--- src/hw/phy_ctrl_pkg.sv ---
package phy_ctrl_pkg;

    ////////////////////////////////////////////////////////////////////////
    // Register map
    localparam logic [4:0] CTRL_ADDR = 5'h00;
    localparam int RESET_BIT = 15;
    localparam int LOOPBACK_BIT = 14;
    localparam int SPEED_BIT = 13;
    localparam int AN_EN_BIT = 12;
    localparam int POWER_DOWN_BIT = 11;
    localparam int ISOLATE_BIT = 10;
    localparam int AN_RESTART_BIT = 9;
    localparam int DUPLEX_BIT = 8;
    localparam int COL_TEST_BIT = 7;
    localparam logic [15:0] CTRL_RESET_VAL = 16'h3000;

    ////////////////////////////////////////////////////////////////////////
    // Timing
    localparam int CLK_PERIOD_PS = 4000;
    localparam int SRST_TIME_NS = 1;
    localparam int SRST_TIME_PS = SRST_TIME_NS * 1000000;
    localparam int SRST_CYCLES = SRST_TIME_PS / CLK_PERIOD_PS;
    localparam logic [8:0] SRST_LAST = 9'(SRST_CYCLES - 1);
    localparam int COL_RISE_BITS = 512;
    localparam int COL_FALL_BITS = 4;
    localparam int BIT_TIME_FAST_PS = 10000;
    localparam int COL_FALL_PS = COL_FALL_BITS * BIT_TIME_FAST_PS;
    localparam int COL_FALL_CYCLES = COL_FALL_PS / CLK_PERIOD_PS;

    ////////////////////////////////////////////////////////////////////////
    // Carriers
    typedef struct packed {
        logic wr;
        logic rd;
        logic [4:0] addr;
        logic [15:0] wdata;
    } mgmt_req_s;

    typedef struct packed {
        logic autoneg_enable_pin;
        logic forced_speed_pin;
        logic full_duplex_pin;
        logic tx_en;
    } pins_s;

    typedef enum logic [1:0] {
        SRST_IDLE = 2'h1,
        SRST_BUSY = 2'h2
    } srst_state_e;

endpackage

--- src/hw/phy_basic_control.sv ---
`timescale 1ns/10ps
// Function
// - Writing one to bit 15 starts soft reset
// - Other bits ignore writes during reset
// - Writing zero to reset bit does nothing
// - Bit 14 sets and reports loopback
// - Software disable forces speed from bit 13
// - Otherwise bit 13 does not affect speed
// - Bit 13 reads software value; combined separate
// - Pin low disables negotiation in hardware
// - Bit 12 zero disables, one re-enables negotiation
// - Pin disable masks software enable bit
// - Bit 12 reads last written, default one
// - Bit 11 is read-only zero
// - Bit 10 isolates data interface
// - Bit 9 restarts negotiation, reads zero
// - Auxiliary restart acts the same
// - Disabled negotiation duplex is bit OR pin
// - Collision test raises and drops collision
// - Bit 7 enables collision test mode
// - Reserved bits 6 to 0 read zero
module phy_basic_control (
    input wire logic clk,
    input wire logic nrst,
    input wire phy_ctrl_pkg::mgmt_req_s mgmt_req,
    input wire logic aux_restart,
    input wire phy_ctrl_pkg::pins_s pins,
    input wire logic an_speed_100,
    input wire logic an_full_duplex,
    input wire logic an_restart_ack,
    output logic [15:0] mgmt_rdata,
    output logic soft_reset,
    output logic loopback,
    output logic isolate,
    output logic speed_100,
    output logic full_duplex,
    output logic autoneg_active,
    output logic an_restart,
    output logic aux_forced_speed,
    output logic col
);

    ////////////////////////////////////////////////////////////////////////
    // Declarations
    phy_ctrl_pkg::pins_s pins_sync;
    phy_ctrl_pkg::srst_state_e srst_state_reg;
    phy_ctrl_pkg::srst_state_e srst_state_next;
    logic [8:0] srst_cnt_reg;
    logic [8:0] srst_cnt_next;
    logic loopback_bit_reg;
    logic speed_bit_reg;
    logic an_en_bit_reg;
    logic isolate_bit_reg;
    logic restart_bit_reg;
    logic duplex_bit_reg;
    logic col_test_bit_reg;
    logic [15:0] mgmt_rdata_reg;
    logic soft_reset_reg;
    logic loopback_reg;
    logic isolate_reg;
    logic speed_100_reg;
    logic full_duplex_reg;
    logic autoneg_active_reg;
    logic an_restart_reg;
    logic aux_forced_speed_reg;
    logic col_reg;

    // Pack one bit into a control word position
    function automatic logic [15:0] bit_at(input logic b, input int pos);
        logic [15:0] w;
        w = '0;
        w[pos] = b;
        return w;
    endfunction

    ////////////////////////////////////////////////////////////////////////
    // Pin synchroniser
    pin_sync u_pin_sync (
        .clk(clk),
        .nrst(nrst),
        .pins_in(pins),
        .pins_out(pins_sync)
    );

    ////////////////////////////////////////////////////////////////////////
    // Write decode
    wire ctrl_hit = mgmt_req.addr == phy_ctrl_pkg::CTRL_ADDR;
    wire ctrl_wr = mgmt_req.wr && ctrl_hit;
    wire srst_busy = srst_state_reg == phy_ctrl_pkg::SRST_BUSY;
    wire [15:0] wd = mgmt_req.wdata;
    // Only a one starts the reset
    wire srst_start = ctrl_wr && wd[phy_ctrl_pkg::RESET_BIT] && !srst_busy;
    // Field writes are dropped while resetting
    wire field_wr = ctrl_wr && !srst_busy && !srst_start;
    wire srst_done = srst_busy && srst_cnt_reg == phy_ctrl_pkg::SRST_LAST;

    ////////////////////////////////////////////////////////////////////////
    // Effective operating mode
    wire an_hw_en = pins_sync.autoneg_enable_pin;
    wire an_on = an_hw_en && an_en_bit_reg;
    // Software speed bit whenever the pin enables negotiation, else pin speed
    wire forced_speed = an_hw_en ? speed_bit_reg
                                 : pins_sync.forced_speed_pin;
    wire speed_eff = an_on ? an_speed_100 : forced_speed;
    wire duplex_eff = an_on ? an_full_duplex
                            : (duplex_bit_reg
                               || pins_sync.full_duplex_pin);
    // Restart from either source, only when negotiating
    wire restart_req = (field_wr && wd[phy_ctrl_pkg::AN_RESTART_BIT])
                       || (aux_restart && !srst_busy);

    ////////////////////////////////////////////////////////////////////////
    // Read value: reserved and power-down bits are zero
    wire [15:0] ctrl_rd_val =
        bit_at(srst_busy, phy_ctrl_pkg::RESET_BIT)
        | bit_at(loopback_bit_reg, phy_ctrl_pkg::LOOPBACK_BIT)
        | bit_at(speed_bit_reg, phy_ctrl_pkg::SPEED_BIT)
        | bit_at(an_en_bit_reg, phy_ctrl_pkg::AN_EN_BIT)
        | bit_at(isolate_bit_reg, phy_ctrl_pkg::ISOLATE_BIT)
        | bit_at(duplex_bit_reg, phy_ctrl_pkg::DUPLEX_BIT)
        | bit_at(col_test_bit_reg, phy_ctrl_pkg::COL_TEST_BIT);
    wire [15:0] rdata_next = (mgmt_req.rd && ctrl_hit) ? ctrl_rd_val
                                                       : 16'h0000;

    ////////////////////////////////////////////////////////////////////////
    // Soft reset sequencer
    always_comb begin
        srst_state_next = srst_state_reg;
        srst_cnt_next = 9'h000;
        unique case (srst_state_reg)
            phy_ctrl_pkg::SRST_IDLE: begin
                if (srst_start) begin
                    srst_state_next = phy_ctrl_pkg::SRST_BUSY;
                end
            end
            phy_ctrl_pkg::SRST_BUSY: begin
                srst_cnt_next = srst_cnt_reg + 9'h001;
                if (srst_done) begin
                    srst_state_next = phy_ctrl_pkg::SRST_IDLE;
                    srst_cnt_next = 9'h000;
                end
            end
            default: begin
                srst_state_next = phy_ctrl_pkg::SRST_IDLE;
            end
        endcase
    end

    always_ff @(posedge clk) begin
        if (!nrst) begin
            srst_state_reg <= phy_ctrl_pkg::SRST_IDLE;
            srst_cnt_reg <= 9'h000;
        end else begin
            srst_state_reg <= srst_state_next;
            srst_cnt_reg <= srst_cnt_next;
        end
    end

    ////////////////////////////////////////////////////////////////////////
    // Control fields; soft reset restores defaults
    always_ff @(posedge clk) begin
        if (!nrst || srst_start) begin
            loopback_bit_reg <= 1'b0;
            speed_bit_reg <= 1'b1;
            an_en_bit_reg <= 1'b1;
            isolate_bit_reg <= 1'b0;
            duplex_bit_reg <= 1'b0;
            col_test_bit_reg <= 1'b0;
        end else if (field_wr) begin
            loopback_bit_reg <= wd[phy_ctrl_pkg::LOOPBACK_BIT];
            speed_bit_reg <= wd[phy_ctrl_pkg::SPEED_BIT];
            an_en_bit_reg <= wd[phy_ctrl_pkg::AN_EN_BIT];
            isolate_bit_reg <= wd[phy_ctrl_pkg::ISOLATE_BIT];
            duplex_bit_reg <= wd[phy_ctrl_pkg::DUPLEX_BIT];
            col_test_bit_reg <= wd[phy_ctrl_pkg::COL_TEST_BIT];
        end
    end

    ////////////////////////////////////////////////////////////////////////
    // Restart request held until the negotiator accepts it
    always_ff @(posedge clk) begin
        if (!nrst || srst_start) begin
            restart_bit_reg <= 1'b0;
        end else if (restart_req && an_on) begin
            restart_bit_reg <= 1'b1; // Set wins over accept
        end else if (an_restart_ack || !an_on) begin
            restart_bit_reg <= 1'b0;
        end
    end

    ////////////////////////////////////////////////////////////////////////
    // Registered outputs
    always_ff @(posedge clk) begin
        if (!nrst) begin
            mgmt_rdata_reg <= 16'h0000;
            soft_reset_reg <= 1'b0;
            loopback_reg <= 1'b0;
            isolate_reg <= 1'b0;
            speed_100_reg <= 1'b0;
            full_duplex_reg <= 1'b0;
            autoneg_active_reg <= 1'b0;
            an_restart_reg <= 1'b0;
            aux_forced_speed_reg <= 1'b0;
            col_reg <= 1'b0;
        end else begin
            mgmt_rdata_reg <= rdata_next;
            soft_reset_reg <= srst_state_next == phy_ctrl_pkg::SRST_BUSY;
            loopback_reg <= loopback_bit_reg;
            isolate_reg <= isolate_bit_reg;
            speed_100_reg <= speed_eff;
            full_duplex_reg <= duplex_eff;
            autoneg_active_reg <= an_on;
            // One pulse per accepted request
            an_restart_reg <= restart_req && an_on && !restart_bit_reg;
            aux_forced_speed_reg <= forced_speed;
            // Collision follows transmit enable in test mode
            col_reg <= col_test_bit_reg && pins_sync.tx_en;
        end
    end

    assign mgmt_rdata = mgmt_rdata_reg;
    assign soft_reset = soft_reset_reg;
    assign loopback = loopback_reg;
    assign isolate = isolate_reg;
    assign speed_100 = speed_100_reg;
    assign full_duplex = full_duplex_reg;
    assign autoneg_active = autoneg_active_reg;
    assign an_restart = an_restart_reg;
    assign aux_forced_speed = aux_forced_speed_reg;
    assign col = col_reg;

    localparam int SRST_BOUND = 251;
    localparam int COL_BOUND = 10;
endmodule

--- src/hw/pin_sync.sv ---
`timescale 1ns/10ps
// Two-stage synchroniser for the strap and data-interface pins
module pin_sync (
    input wire logic clk,
    input wire logic nrst,
    input wire phy_ctrl_pkg::pins_s pins_in,
    output phy_ctrl_pkg::pins_s pins_out
);

    phy_ctrl_pkg::pins_s meta_reg;
    phy_ctrl_pkg::pins_s sync_reg;

    // First stage feeds only the second stage
    always_ff @(posedge clk) begin
        if (!nrst) begin
            meta_reg <= '0;
            sync_reg <= '0;
        end else begin
            meta_reg <= pins_in;
            sync_reg <= meta_reg;
        end
    end

    assign pins_out = sync_reg;

endmodule

--- config.mk ---
export PLATFORM = sky130hd
export DESIGN_NAME = phy_basic_control
export DESIGN_NICKNAME = d
export VERILOG_FILES = /design/src/hw/phy_ctrl_pkg.sv /design/src/hw/phy_basic_control.sv /design/src/hw/pin_sync.sv
export SDC_FILE = /design/constraint.sdc
export NUM_CORES = 1
export LEC_CHECK = 0
export BUFFER_PORTS_ARGS = -buffer_cell sky130_fd_sc_hd__clkbuf_2
export CORE_UTILIZATION = 25
export CTS_CLUSTER_SIZE = 40
export DETAILED_ROUTE_END_ITERATION = 16
export SYNTH_ARGS = -nofsm -noshare
export SYNTH_HDL_FRONTEND = slang
export SYNTH_SLANG_ARGS = --single-unit
--- constraint.sdc ---
create_clock -name clk -period 4.6 [get_ports clk]
set_clock_uncertainty 0.15 [all_clocks]
set_input_delay 0.23 -clock clk [delete_from_list [all_inputs] [get_ports clk]]
set_output_delay 0.23 -clock clk [all_outputs]
set_load 0.01 [all_outputs]
==> results of run 1 <==
-- per-stage QoR --
step	power [mW]	util	cells	hold slack, ns
after global placement	0.423	0.305	272	0.268
after detailed placement	0.424	0.305	272	0.267
after CTS	0.715	0.329	284	0.0276
final	0.704	0.329	284	0.0404
after floorplan	0.411	-	169	0.207
after global routing	0.741	0.329	284	0.0329
-- critical path: cells and delay by family (launching register included) --
kind            cells  cell delay, ns
compound gates      1            0.14
fa+ha+maj           1            0.29
buf+inv             1            0.06
flops               1            0.38
simple gates        2            1.16
-- cell type report --
type                    instances  area, um2
clock buffers                   6       72.6
clock inverters                 2       37.5
fillers                       632       4060
repair buffers                 44        240
inverters                       9       33.8
multi-input cells             106        678
flip-flops and latches         42        841
well taps                      75       93.8
-- Yosys cell counts, drive strengths merged (4+ instances only) --
library cell,count,area (um2)
inv,9,33.8
dfxtp,42,841
nor2,14,52.6
and2,17,106
buf,9,67.6
ha,4,50.1
xnor2,5,43.8
a21boi,6,45.0
nand3,6,30.0
or3b,5,43.8
nor2b,4,25.0
nand2,8,30.0
-- worst max path at each step --
stage               slack, ns  cells past startpoint                         start                             to
detailed placement       2.36                      5  srst_state_reg[0]$_SDFF_PN1_    duplex_bit_reg$_SDFFE_PP0P_
CTS                      2.33                      5  srst_state_reg[0]$_SDFF_PN1_    duplex_bit_reg$_SDFFE_PP0P_
global route             2.13                      5  srst_state_reg[0]$_SDFF_PN1_    duplex_bit_reg$_SDFFE_PP0P_
global placement         2.41                      5  srst_state_reg[0]$_SDFF_PN1_  col_test_bit_reg$_SDFFE_PP0P_
finish                   2.36                      5  srst_state_reg[0]$_SDFF_PN1_    duplex_bit_reg$_SDFFE_PP0P_
floorplan                2.88                      6    srst_cnt_reg[1]$_SDFF_PP0_   srst_state_reg[0]$_SDFF_PN1_
-- kinds of logic after synthesis --
logic type | share of synthesized area
AND/OR/NAND/NOR | 0.245
flip-flops | 0.525
buffers and inverters | 0.0703
AO/OA/AOI/OAI | 0.0820
XOR/XNOR | 0.0383
adder cells (fa/ha/maj) | 0.0313
other | 0.00234
multiplexers | 0.00625
-- routing by layer --
metal  track usage  up-vias  wire (um)  share of wire
li1              -      609          -              -
met1         0.134      509       1500           0.48
met2         0.155       37       1340           0.43
met3        0.0356        4        180          0.058
met4        0.0684        0         81          0.026
met5             0        -          0              0
-- power groups by stage --
stage                     clock network [mW]  registers, mW  logic [mW]
after floorplan                            0          0.382      0.0282
after global placement                     0          0.382      0.0413
after detailed placement                   0          0.382      0.0421
after CTS                              0.296          0.374      0.0449
after global routing                   0.316          0.375      0.0504
final                                  0.286          0.374      0.0443
==> summary by stage, run 1 <==
Outcome
The run finished with clean final reports.

Place
Summed over all nets, the half-perimeter wirelength after detailed placement is about 2.2 mm. Prior to clock tree synthesis, the placed netlist has a worst setup slack of approximately 2.4 ns. The congestion estimate from routability-driven global placement came to 0.755. The count of buffers added on input and output ports is 40.

The standard cell area after detailed placement is ~1800 um2.

Pwr
The clock group share of total power is 0.407. Of the total power, combinational logic draws 0.063. The cell-internal power is between 0.5 and 0.6 mW. The switching power as a share of total power is 0.213. IR analysis of the VDD net gives a maximum drop of about 0.15 mV.

The share of total power dissipated in sequential elements is 0.531. The net switching power of the design is about 0.15 mW. The power per cell area is ~350 nW/um2. The reported leakage power is 0.849 nW.

Global route
The remaining global-route overflow is 0. The wire length of the first global-routing pass is around 5.1 mm. The via count of the first global-routing pass is around 1,100. The number of antenna violations at the first check in global routing is 0.

Entering global routing, the biggest net connects 25 pins. Across every metal layer, demand over resource in global routing totals 0.107.

Clocking
The post-cts sizing count is 0. The library cell used as clock root buffer is sky130_fd_sc_hd__clkbuf_8. The number of buffers between clock root and the deepest sink is 2. TritonCTS created 5 clock buffers. The later pin in the worst-skew pair is clocked with a latency of around 0.29 ns. The number of levels in the clock H-tree is 2.

Clock-pin slew was measured on the worst setup and hold paths at approximately 0.080 ns. TritonCTS built the clock tree. The buffer count from post-CTS setup fixing is 0.

The total clock sinks is 42. In this run, post-CTS hold repair placed 4 buffers.

Critical path
Traced cell by cell, the critical path runs through inv_1 -> ha_1 -> nand4b_1 -> or3b_2 -> a21boi_1. The number of cell instances on the worst register-to-register path is 5. In this run the critical register-to-register path is captured at duplex_bit_reg$_SDFFE_PP0P_.

The category of the critical setup timing path is flip-flop to flip-flop. The delay of the slowest cell on the worst path is 0.61 ns. The element type at the critical path end is a flip-flop. The slowest stage of the critical path belongs to the cell sky130_fd_sc_hd__or3b_2. The worst flop-to-flop path startpoint is srst_state_reg[0]$_SDFF_PN1_. Data on the critical path is required at its endpoint by between 4 and 5 ns. Of all nets on the critical path, the largest fanout is 14. The critical path data arrival time is between 2 and 2.5 ns. Setup slack on the worst reg-to-reg path comes out at roughly 2.4 ns. The worst setup path is launched from a flip-flop.

Hold path
The startpoint identified for the worst hold timing path is an_speed_100. The worst hold path belongs to the class primary input to flip-flop. Counting instances, the worst hold path has a depth of 2. The worst hold path terminates at speed_100$_SDFF_PN0_.

Synth
After synthesis the netlist holds a flip-flop and latch count of between 40 and 50. The most common flop cell mapped by yosys is sky130_fd_sc_hd__dfxtp_1. The count of different cell masters after synthesis is 37. The synthesized area divided by synthesized cell count is 9.95 um2. The synthesized design contains 0 enable-type register cells. During synthesis, Yosys emitted a total of 0 warnings. The cell area that synthesis handed to floorplanning was 1600 um2.

The async set-reset flop share out of synthesis is 0. Counting every instance in the synthesized netlist gives between 150 and 200. For this run, the register share of the synthesized area comes to 0.525.

Timing
The worst slew margin relative to its limit is 0.647. The final clock period utilization by the worst path is 0.486. The max-slew violation count came to 0. The clock period could shrink to ~2.2 ns. The achievable clock frequency is ~450 MHz. Setup repair after global routing left no endpoint under its margin.

The final critical-path setup slack is around 2.4 ns. Setup violations remaining at the end of the flow were counted as 0. At the pin with the least slew margin, the transition time is between 0.5 and 0.6 ns.

Adding up every negative setup slack in the final design gives 0 ns. The total count of hold-check failures in the final report came to 0.

Cells and area
The fraction of final layout cells sized beyond drive strength 1 is 0.263. The cell area after layout is approximately 2000 um2. The repair_antennas step left the layout with diodes totalling 0. The register with the most flip-flops in the layout has 9 of them.

The number of nets in the layout is approximately 250. The most common library cell in the layout ignoring fill and taps is sky130_fd_sc_hd__dfxtp_1. The area growth from synthesis to layout is 24.7%. In the layout the commonest cells are sky130_fd_sc_hd__dfxtp_1 (42), sky130_fd_sc_hd__clkbuf_2 (40), sky130_fd_sc_hd__and2_1 (17), sky130_fd_sc_hd__nor2_1 (14).

Floorplan
The floorplan step defined a die boundary enclosing between 6000 and 7000 um2. The number of placement rows is 28. The starting density of the core is 0.264. The floorplan core area is between 6000 and 7000 um2. The number of top-level pins is 58.

From bottom edge to top edge, the die measures 82.0 um. The chip width is ~82 um.

Route
The total iterations of the first detailed-routing run is 3. The DRC marker count from the first detailed-route iteration is 15. The per-cell via count in the routed design is 4.08. For this block, the via count after detailed routing is roughly 1,200. Wires add up to between 3 and 4 mm.

After detailed routing, the number of remaining DRC violations is 0. The final routed wire length divided by cell count is 10.9 um. The number of routed nets with antenna violations is 0.

Run
The max-capacitance violation count is 0.
Note: power is estimated with default switching activity, not from simulation.
==> inputs of run 2 (changes only) <==
Clock period 4.6 ns to 1.95 ns, I/O delays scaled along.
==> run 2 against run 1 <==
Compared with the run above: sequential share of layout area is 2.5 points lower; non-clock buffer count up 16; register-to-register slack worse by 2.2 ns; sequential power grew 140%; clock-buffer cell count shrank 1; cell count increased by 5.6%; largest cell class unchanged; total power grew 120%; critical endpoint is now srst_state_reg[0]$_SDFF_PN1_; fmax increased by 24%; largest power group unchanged; utilization increased by 2.1 points; wire length increased by 5.5%; critical path depth is 1 higher; first-iteration DRC count increased to 5.0 times the previous value.
==> summary by stage, run 2 (synthesis results as in run 1) <==
Cells and area
The count of filler cells inserted in the layout was 650 (+2.8%). The most common library cell in the layout ignoring fill and taps is sky130_fd_sc_hd__dfxtp_1. The number of nets in the layout is 261 (+6.5%). The top cell types in the final layout, fill and taps aside, are sky130_fd_sc_hd__dfxtp_1 (42), sky130_fd_sc_hd__clkbuf_2 (40), sky130_fd_sc_hd__and2_1 (17), sky130_fd_sc_hd__dlygate4sd3_1 (15), sky130_fd_sc_hd__nor2_1 (14). From synthesis to final layout, the design area changed by 32.7%.

The number of non-filler instances in the completed layout came to 300 (+5.6%). The flip-flop count of the largest register, all copies and words added came to 9 (unchanged). The number of diodes added for antenna fixing is 0 (unchanged). The fraction of final layout cells sized beyond drive strength 1 is 0.271 (+0.00795).

Outcome
The flow ran to the end, and the final reports show no timing, DRC or antenna violations.

Global route
The total routing resource utilization after global routing is 0.110 (+0.00290). The wire length of the first global-routing pass is 5.42 mm (+5.4%). The number of antenna violations at the first check in global routing is 0 (unchanged). The pin count of the biggest net entering global routing is 16 (-36%). The via count of the first global-routing pass was 1,184 (+11%). The remaining global-route overflow is 0 (unchanged).

Place
The number of buffer cells added on primary ports is 40 (unchanged). The total placed cells including tap cells is 276 (+1.5%). The global placer's final weighted congestion is 0.810 (+7.4%). The placed wire-length estimate is 2.38 mm (+6.0%).

Critical path
The worst reg-to-reg setup slack came to 0.14 ns (-2.22 ns). The cell with the largest stage delay on the worst path is sky130_fd_sc_hd__dfxtp_1. The delay of the slowest cell on the worst path came to 0.37 ns (-0.24 ns).

The most critical setup path has its endpoint at srst_state_reg[0]$_SDFF_PN1_. The launch point of the worst path is srst_cnt_reg[1]$_SDFF_PP0_. The number of cell instances on the worst register-to-register path is 6 (+1). The worst reg2reg path endpoint is srst_state_reg[0]$_SDFF_PN1_. The worst flop-to-flop path startpoint is srst_cnt_reg[1]$_SDFF_PP0_. The largest driver fanout on the critical path is 4 (-10).

The kind of start point of the critical path is a flip-flop. The critical path goes through inv_1 -> ha_1 -> and4bb_1 -> a21o_1 -> a32o_1 -> or3b_1. The category of the critical setup timing path is flip-flop to flip-flop. The critical path data arrival time is 1.84 ns (-0.48 ns). The required time of the worst setup path is 1.98 ns (-2.70 ns). The element type at the critical path end is a flip-flop.

Clocking
The post-cts sizing count is 0 (unchanged). The total clock sinks is 42 (unchanged). The root buffer cell chosen for the clock tree is sky130_fd_sc_hd__clkbuf_8. The clock transition at the registers of the reported paths is 0.09 ns (about the same). The clock latency reported for the late side of the worst-skew pair is 0.29 ns (about the same). The number of levels in the clock H-tree came to 2 (unchanged). The number of buffers between clock root and the deepest sink is 2 (unchanged). The number of buffers added by the clock tree synthesis step is 5 (unchanged). The TritonCTS clock tree is built.

Floorplan
The number of placement rows is 28 (unchanged). The starting density of the core is 0.264 (unchanged). The chip width came to 82.0 um (unchanged). The vertical die dimension is 82.0 um (unchanged).

The floorplan core area is 6060 um2 (unchanged). The number of top-level pins is 58 (unchanged). The die footprint is 6730 um2 (unchanged).

Timing
The clock period minus worst slack is 1.81 ns (-0.428 ns). The max-slew violation count is 0 (unchanged). The final clock period utilization by the worst path is 0.928 (+0.442).

The setup violation total in the final timing report was 0 (unchanged). Setup repair after global routing left no endpoint under its margin. The final total negative setup slack came to 0 ns (unchanged). The total count of hold-check failures in the final report is 0 (unchanged). The achievable clock frequency was 553 MHz (+24%).

Pwr
The reported leakage power is 0.916 nW (+7.9%). The power per cell area is 736 nW/um2 (+110%). The largest vdd supply drop is 0.330 mV (+130%).

Route
The total iterations of the first detailed-routing run was 4 (+1). The DRC marker count from the first detailed-route iteration was 75 (+60). The number of routed nets with antenna violations came to 0 (unchanged). The final routed wire length divided by cell count is 10.9 um (-0.11%). The residual DRC count came to 0 (unchanged). The per-cell via count in the routed design is 4.19 (+2.6%). The routed via count is 1,256 (+8.4%).

The aggregate routed wire length is 3.27 mm (+5.5%).

Hold path
In this run the worst hold path is classified as primary input to flip-flop.

Run
The max-capacitance violation count is 0 (unchanged).
-- run 2: changes by cell type in the layout (fill, tap and decap cells not counted) --
cell	previous run	this run
sky130_fd_sc_hd__clkinv_4	0	1
sky130_fd_sc_hd__clkbuf_1	1	0
sky130_fd_sc_hd__buf_4	0	5
sky130_fd_sc_hd__dlygate4sd3_1	4	15
sky130_fd_sc_hd__clkinv_2	0	1
sky130_fd_sc_hd__bufinv_16	1	0
-- run 2: worst min path at each step --
| stage | start | endpoint | slack (ns) | depth (start not counted) |
|---|---|---|---|---|
| finish | mgmt_req[8] | duplex_bit_reg$_SDFFE_PP0P_ | 0.006 | 3 |
| global route | mgmt_req[14] | loopback_bit_reg$_SDFFE_PP0P_ | 0.01 | 3 |
| CTS | mgmt_req[7] | col_test_bit_reg$_SDFFE_PP0P_ | 0.0006 | 3 |
| detailed placement | pins[1] | u_pin_sync.meta_reg[1]$_SDFF_PN0_ | 0.16 | 2 |
| global placement | pins[2] | u_pin_sync.meta_reg[2]$_SDFF_PN0_ | 0.16 | 2 |
| floorplan | pins[0] | u_pin_sync.meta_reg[0]$_SDFF_PN0_ | 0.07 | 1 |
-- run 2: what timing repair did --
action / in CTS / in global routing
endpoints found under the setup margin: 0 / 4
endpoints found under the hold margin: 12 / 2
setup buffers: 0 / 1
hold buffers: 13 / 2
-- run 2: layout make-up --
| cell class | count | area, um2 | share of cell area |
|---|---|---|---|
| multi-input combinational | 106 | 678 | 0.319 |
| tap | 75 | 93.8 | 0.0442 |
| sequential | 42 | 841 | 0.396 |
| clock buffer | 5 | 68.8 | 0.0324 |
| inverter | 9 | 33.8 | 0.0159 |
| clock inverter | 3 | 21.3 | 0.0100 |
| timing repair buffer | 60 | 388 | 0.183 |
-- run 2: routing by layer --
metal  GRT usage  up-vias  routed length (um)
li1            -      640                   -
met1       0.134      566                1510
met2       0.167       44                1460
met3      0.0256        6                 208
met4      0.0825        0                  93
met5           0        -                   0
-- run 2: through the flow --
step                 util  hold slack (ns)  power, mW  worst slack [ns]  cell area, um2
floorplan               -           0.0748      0.969             0.233            1630
global placement    0.310            0.160       1.00             0.149            1880
detailed placement  0.310            0.158       1.00            0.0923            1880
CTS                 0.346         0.000640       1.58            0.0887            2100
global route        0.351           0.0101       1.64            0.0323            2120
finish              0.351          0.00603       1.56             0.140            2120
-- run 2: where the power goes --
| part | total (mW) | switching [mW] | internal [mW] |
|---|---|---|---|
| sequential | 0.882 | 0.00825 | 0.873 |
| clock | 0.559 | 0.307 | 0.251 |
| combinational | 0.124 | 0.0560 | 0.0681 |
| total | 1.56 | 0.371 | 1.19 |
-- run 2: worst max-delay path, delay by kind of cell, from the launching register on --
kind / cells / cell delay (ns)
adder cells (fa/ha/maj): 1 / 0.17
flip-flops: 1 / 0.37
AO/OA/AOI/OAI: 2 / 0.39
AND/OR/NAND/NOR: 2 / 0.56
buffers and inverters: 1 / 0.05
==> inputs of run 3 (changes only) <==
Settings changed: CORE_UTILIZATION 25 to 43, PLACE_DENSITY set to 0.74, SETUP_SLACK_MARGIN set to 0.4.
==> run 3 against run 2 <==
Compared with the run above: combinational power rose by 22%; fmax increased by 6.7%; clock power up 23%; wire length is 5.4% lower; cell count is 9.0% lower; utilization up 29 points; sequential power about the same; worst hold slack improved by 0.014 ns; clock-buffer cell count unchanged; die area down 41%; critical endpoint unchanged; highest routed layer unchanged.
==> summary by stage, run 3 (synthesis results as in run 1) <==
Pwr
The cell-internal power came to 1.34 mW (+13%). The switching power as a share of total power is 0.219 (-0.0189). The overall power of the completed layout is 1.72 mW (+9.8%). The portion of total power attributed to combinational logic is 0.088 (+0.009). The net switching power of the design was 0.375 mW (+1.1%). The power per cell area is 774 nW/um2 (+5.1%). The sequential fraction of design power is 0.512 (-0.052). The largest vdd supply drop is 0.602 mV (+83%). The clock group share of total power is 0.400 (+0.043). The reported leakage power came to 0.961 nW (+4.9%).

Global route
The via count of the first global-routing pass is 1,210 (+2.2%). The number of antenna violations at the first check in global routing is 0 (unchanged). The met3 layer usage reported by global route was 0.0456 (+0.0201). The total routing resource utilization after global routing is 0.168 (+0.0579). The remaining global-route overflow is 0 (unchanged). The global routing stage identified its most utilized layer as met2. The global-route met2 utilization is 0.288 (+0.121). The wire length of the first global-routing pass is 5.00 mm (-7.6%).

The pin count of the biggest net entering global routing is 15 (-1). The met1 global-route usage is 0.176 (+0.0427).

Critical path
The required time of the worst setup path is 1.98 ns (about the same). The largest driver fanout on the critical path is 2 (-2). The kind of start point of the critical path is a flip-flop.

The worst reg-to-reg setup slack is 0.25 ns (+0.11 ns). The critical path is of the flip-flop to flip-flop type. The critical path data arrival time is 1.73 ns (-0.11 ns). The element type at the critical path end is a flip-flop.

Floorplan
The number of placement rows is 21 (-25%). The die footprint is 3970 um2 (-41%). The starting density of the core is 0.465 (+0.201). The number of top-level pins is 58 (unchanged). The vertical die dimension came to 63.0 um (-23%). The chip width is 63.0 um (-23%). The floorplan core area came to 3440 um2 (-43%).

Place
The global placer's final weighted congestion was 0.778 (-4.0%). The placed wire-length estimate is 2.02 mm (-15%). The post-placement setup slack is 0.0991 ns (+0.00680 ns). The total placed cells including tap cells is 247 (-11%). The number of buffer cells added on primary ports is 40 (unchanged). The standard cell area after detailed placement is 1850 um2 (-1.6%).

Clocking
The total clock sinks is 42 (unchanged). The clock latency reported for the late side of the worst-skew pair is 0.30 ns (about the same). The TritonCTS clock tree is built. The clock transition at the registers of the reported paths was 0.08 ns (about the same). The number of buffers added by the clock tree synthesis step is 5 (unchanged). The number of levels in the clock H-tree came to 2 (unchanged). The cell sitting at the root of the clock tree is a sky130_fd_sc_hd__clkbuf_8. The number of buffers between clock root and the deepest sink is 2 (unchanged).

Timing
Setup repair after global routing could not meet its margin everywhere. The final critical-path setup slack is 0.254 ns (+0.114 ns). The total count of hold-check failures in the final report was 0 (unchanged). The max-slew violation count is 0 (unchanged). The worst hold-check slack came to 0.0202 ns (+0.0142 ns). The setup violation total in the final timing report came to 0 (unchanged).

The clock period minus worst slack was 1.70 ns (-0.114 ns). The final total negative setup slack is 0 ns (unchanged). The final clock period utilization by the worst path is 0.870 (-0.0583). The achievable clock frequency is 590 MHz (+6.7%).

Cells and area
The number of non-filler instances in the completed layout is 273 (-9.0%). The share of the core filled with cells came to 0.645 (+0.295). The flip-flop count of the largest register, all copies and words added came to 9 (unchanged). The synthesis-to-layout area growth is 38.7%. The cell area after layout is 2220 um2 (+4.5%).

The fraction of final layout cells sized beyond drive strength 1 came to 0.383 (+0.112). The library cells used most frequently in the layout, excluding fill and tap cells, are sky130_fd_sc_hd__clkbuf_2 (39), sky130_fd_sc_hd__dfxtp_1 (38), sky130_fd_sc_hd__and2_1 (17), sky130_fd_sc_hd__nor2_1 (13), sky130_fd_sc_hd__dlygate4sd3_1 (10). The number of nets in the layout was 263 (+0.77%).

The count of filler cells inserted in the layout was 298 (-54%). The number of diodes added for antenna fixing is 0 (unchanged). Leaving out fill and tap cells, the most frequent cell in the layout is sky130_fd_sc_hd__clkbuf_2.

Hold path
The worst min-delay path class is primary input to flip-flop.

Route
The total iterations of the first detailed-routing run is 4 (unchanged). The aggregate routed wire length is 3.10 mm (-5.4%). The per-cell via count in the routed design is 4.62 (+10%).

The routed via count is 1,260 (+0.32%). The DRC marker count from the first detailed-route iteration was 41 (-45%). The residual DRC count is 0 (unchanged). The final routed wire length divided by cell count was 11.3 um (+4.0%). The number of routed nets with antenna violations is 0 (unchanged).

Run
The max-capacitance violation count is 0 (unchanged).

Outcome
The flow ran to the end, and the final reports show no timing, DRC or antenna violations.
-- run 3: cell types whose count changed in the layout (fill, tap and decap cells not counted), moves of 3 or more --
cell,before,now
sky130_fd_sc_hd__a21boi_1,4,1
sky130_fd_sc_hd__a21boi_2,0,4
sky130_fd_sc_hd__buf_4,5,9
sky130_fd_sc_hd__dfxtp_1,42,38
sky130_fd_sc_hd__dfxtp_2,0,3
sky130_fd_sc_hd__dlygate4sd3_1,15,10
sky130_fd_sc_hd__or3b_2,4,0
sky130_fd_sc_hd__or3b_4,0,4
-- run 3: cell type report --
class	instances	area (um2)	area share
repair buffers	62	398	0.179
well taps	46	57.6	0.0259
inverters	9	33.8	0.0152
flip-flops and latches	42	848	0.382
clock buffers	5	68.8	0.0310
clock inverters	3	43.8	0.0197
multi-input cells	106	771	0.347
-- run 3: routing by layer --
layer,share of wire,vias to the layer above
met5,0,-
met4,0.030,0
met3,0.039,11
met2,0.50,32
met1,0.44,573
li1,-,644
-- run 3: worst paths after layout --
check                                          from                                end  cells past startpoint
setup reg to reg         srst_cnt_reg[1]$_SDFF_PP0_       srst_state_reg[0]$_SDFF_PN1_                      6
setup / recovery         srst_cnt_reg[1]$_SDFF_PP0_       srst_state_reg[0]$_SDFF_PN1_                      6
hold reg to reg   u_pin_sync.meta_reg[2]$_SDFF_PN0_  u_pin_sync.pins_out[2]$_SDFF_PN0_                      1
hold / removal                          mgmt_req[7]      col_test_bit_reg$_SDFFE_PP0P_                      3
-- run 3: repair_timing --
action / 4_1_cts / 5_1_grt
resized for setup: 12 / 20
hold buffers: 10 / 0
endpoints found under the setup margin: 18 / 19
endpoints found under the hold margin: 9 / 0
pin swaps: 4 / 4
buffers inserted: 6 / 1
cloned: 1 / 0
-- run 3: worst max-delay path, stage by stage, from the launching register on --
cell and delay, ns:
sky130_fd_sc_hd__dfxtp_2 0.33, sky130_fd_sc_hd__inv_2 0.04, sky130_fd_sc_hd__ha_4 0.14, sky130_fd_sc_hd__and4bb_1 0.19
sky130_fd_sc_hd__a21o_1 0.15, sky130_fd_sc_hd__a32o_2 0.22, sky130_fd_sc_hd__or3b_1 0.35
-- run 3: power groups by stage --
stage	Combinational, mW	Clock [mW]	Sequential (mW)
floorplan	0.0668	0	0.902
global placement	0.0974	0	0.901
detailed placement	0.0980	0	0.901
CTS	0.135	0.704	0.879
global route	0.167	0.750	0.881
finish	0.151	0.688	0.880
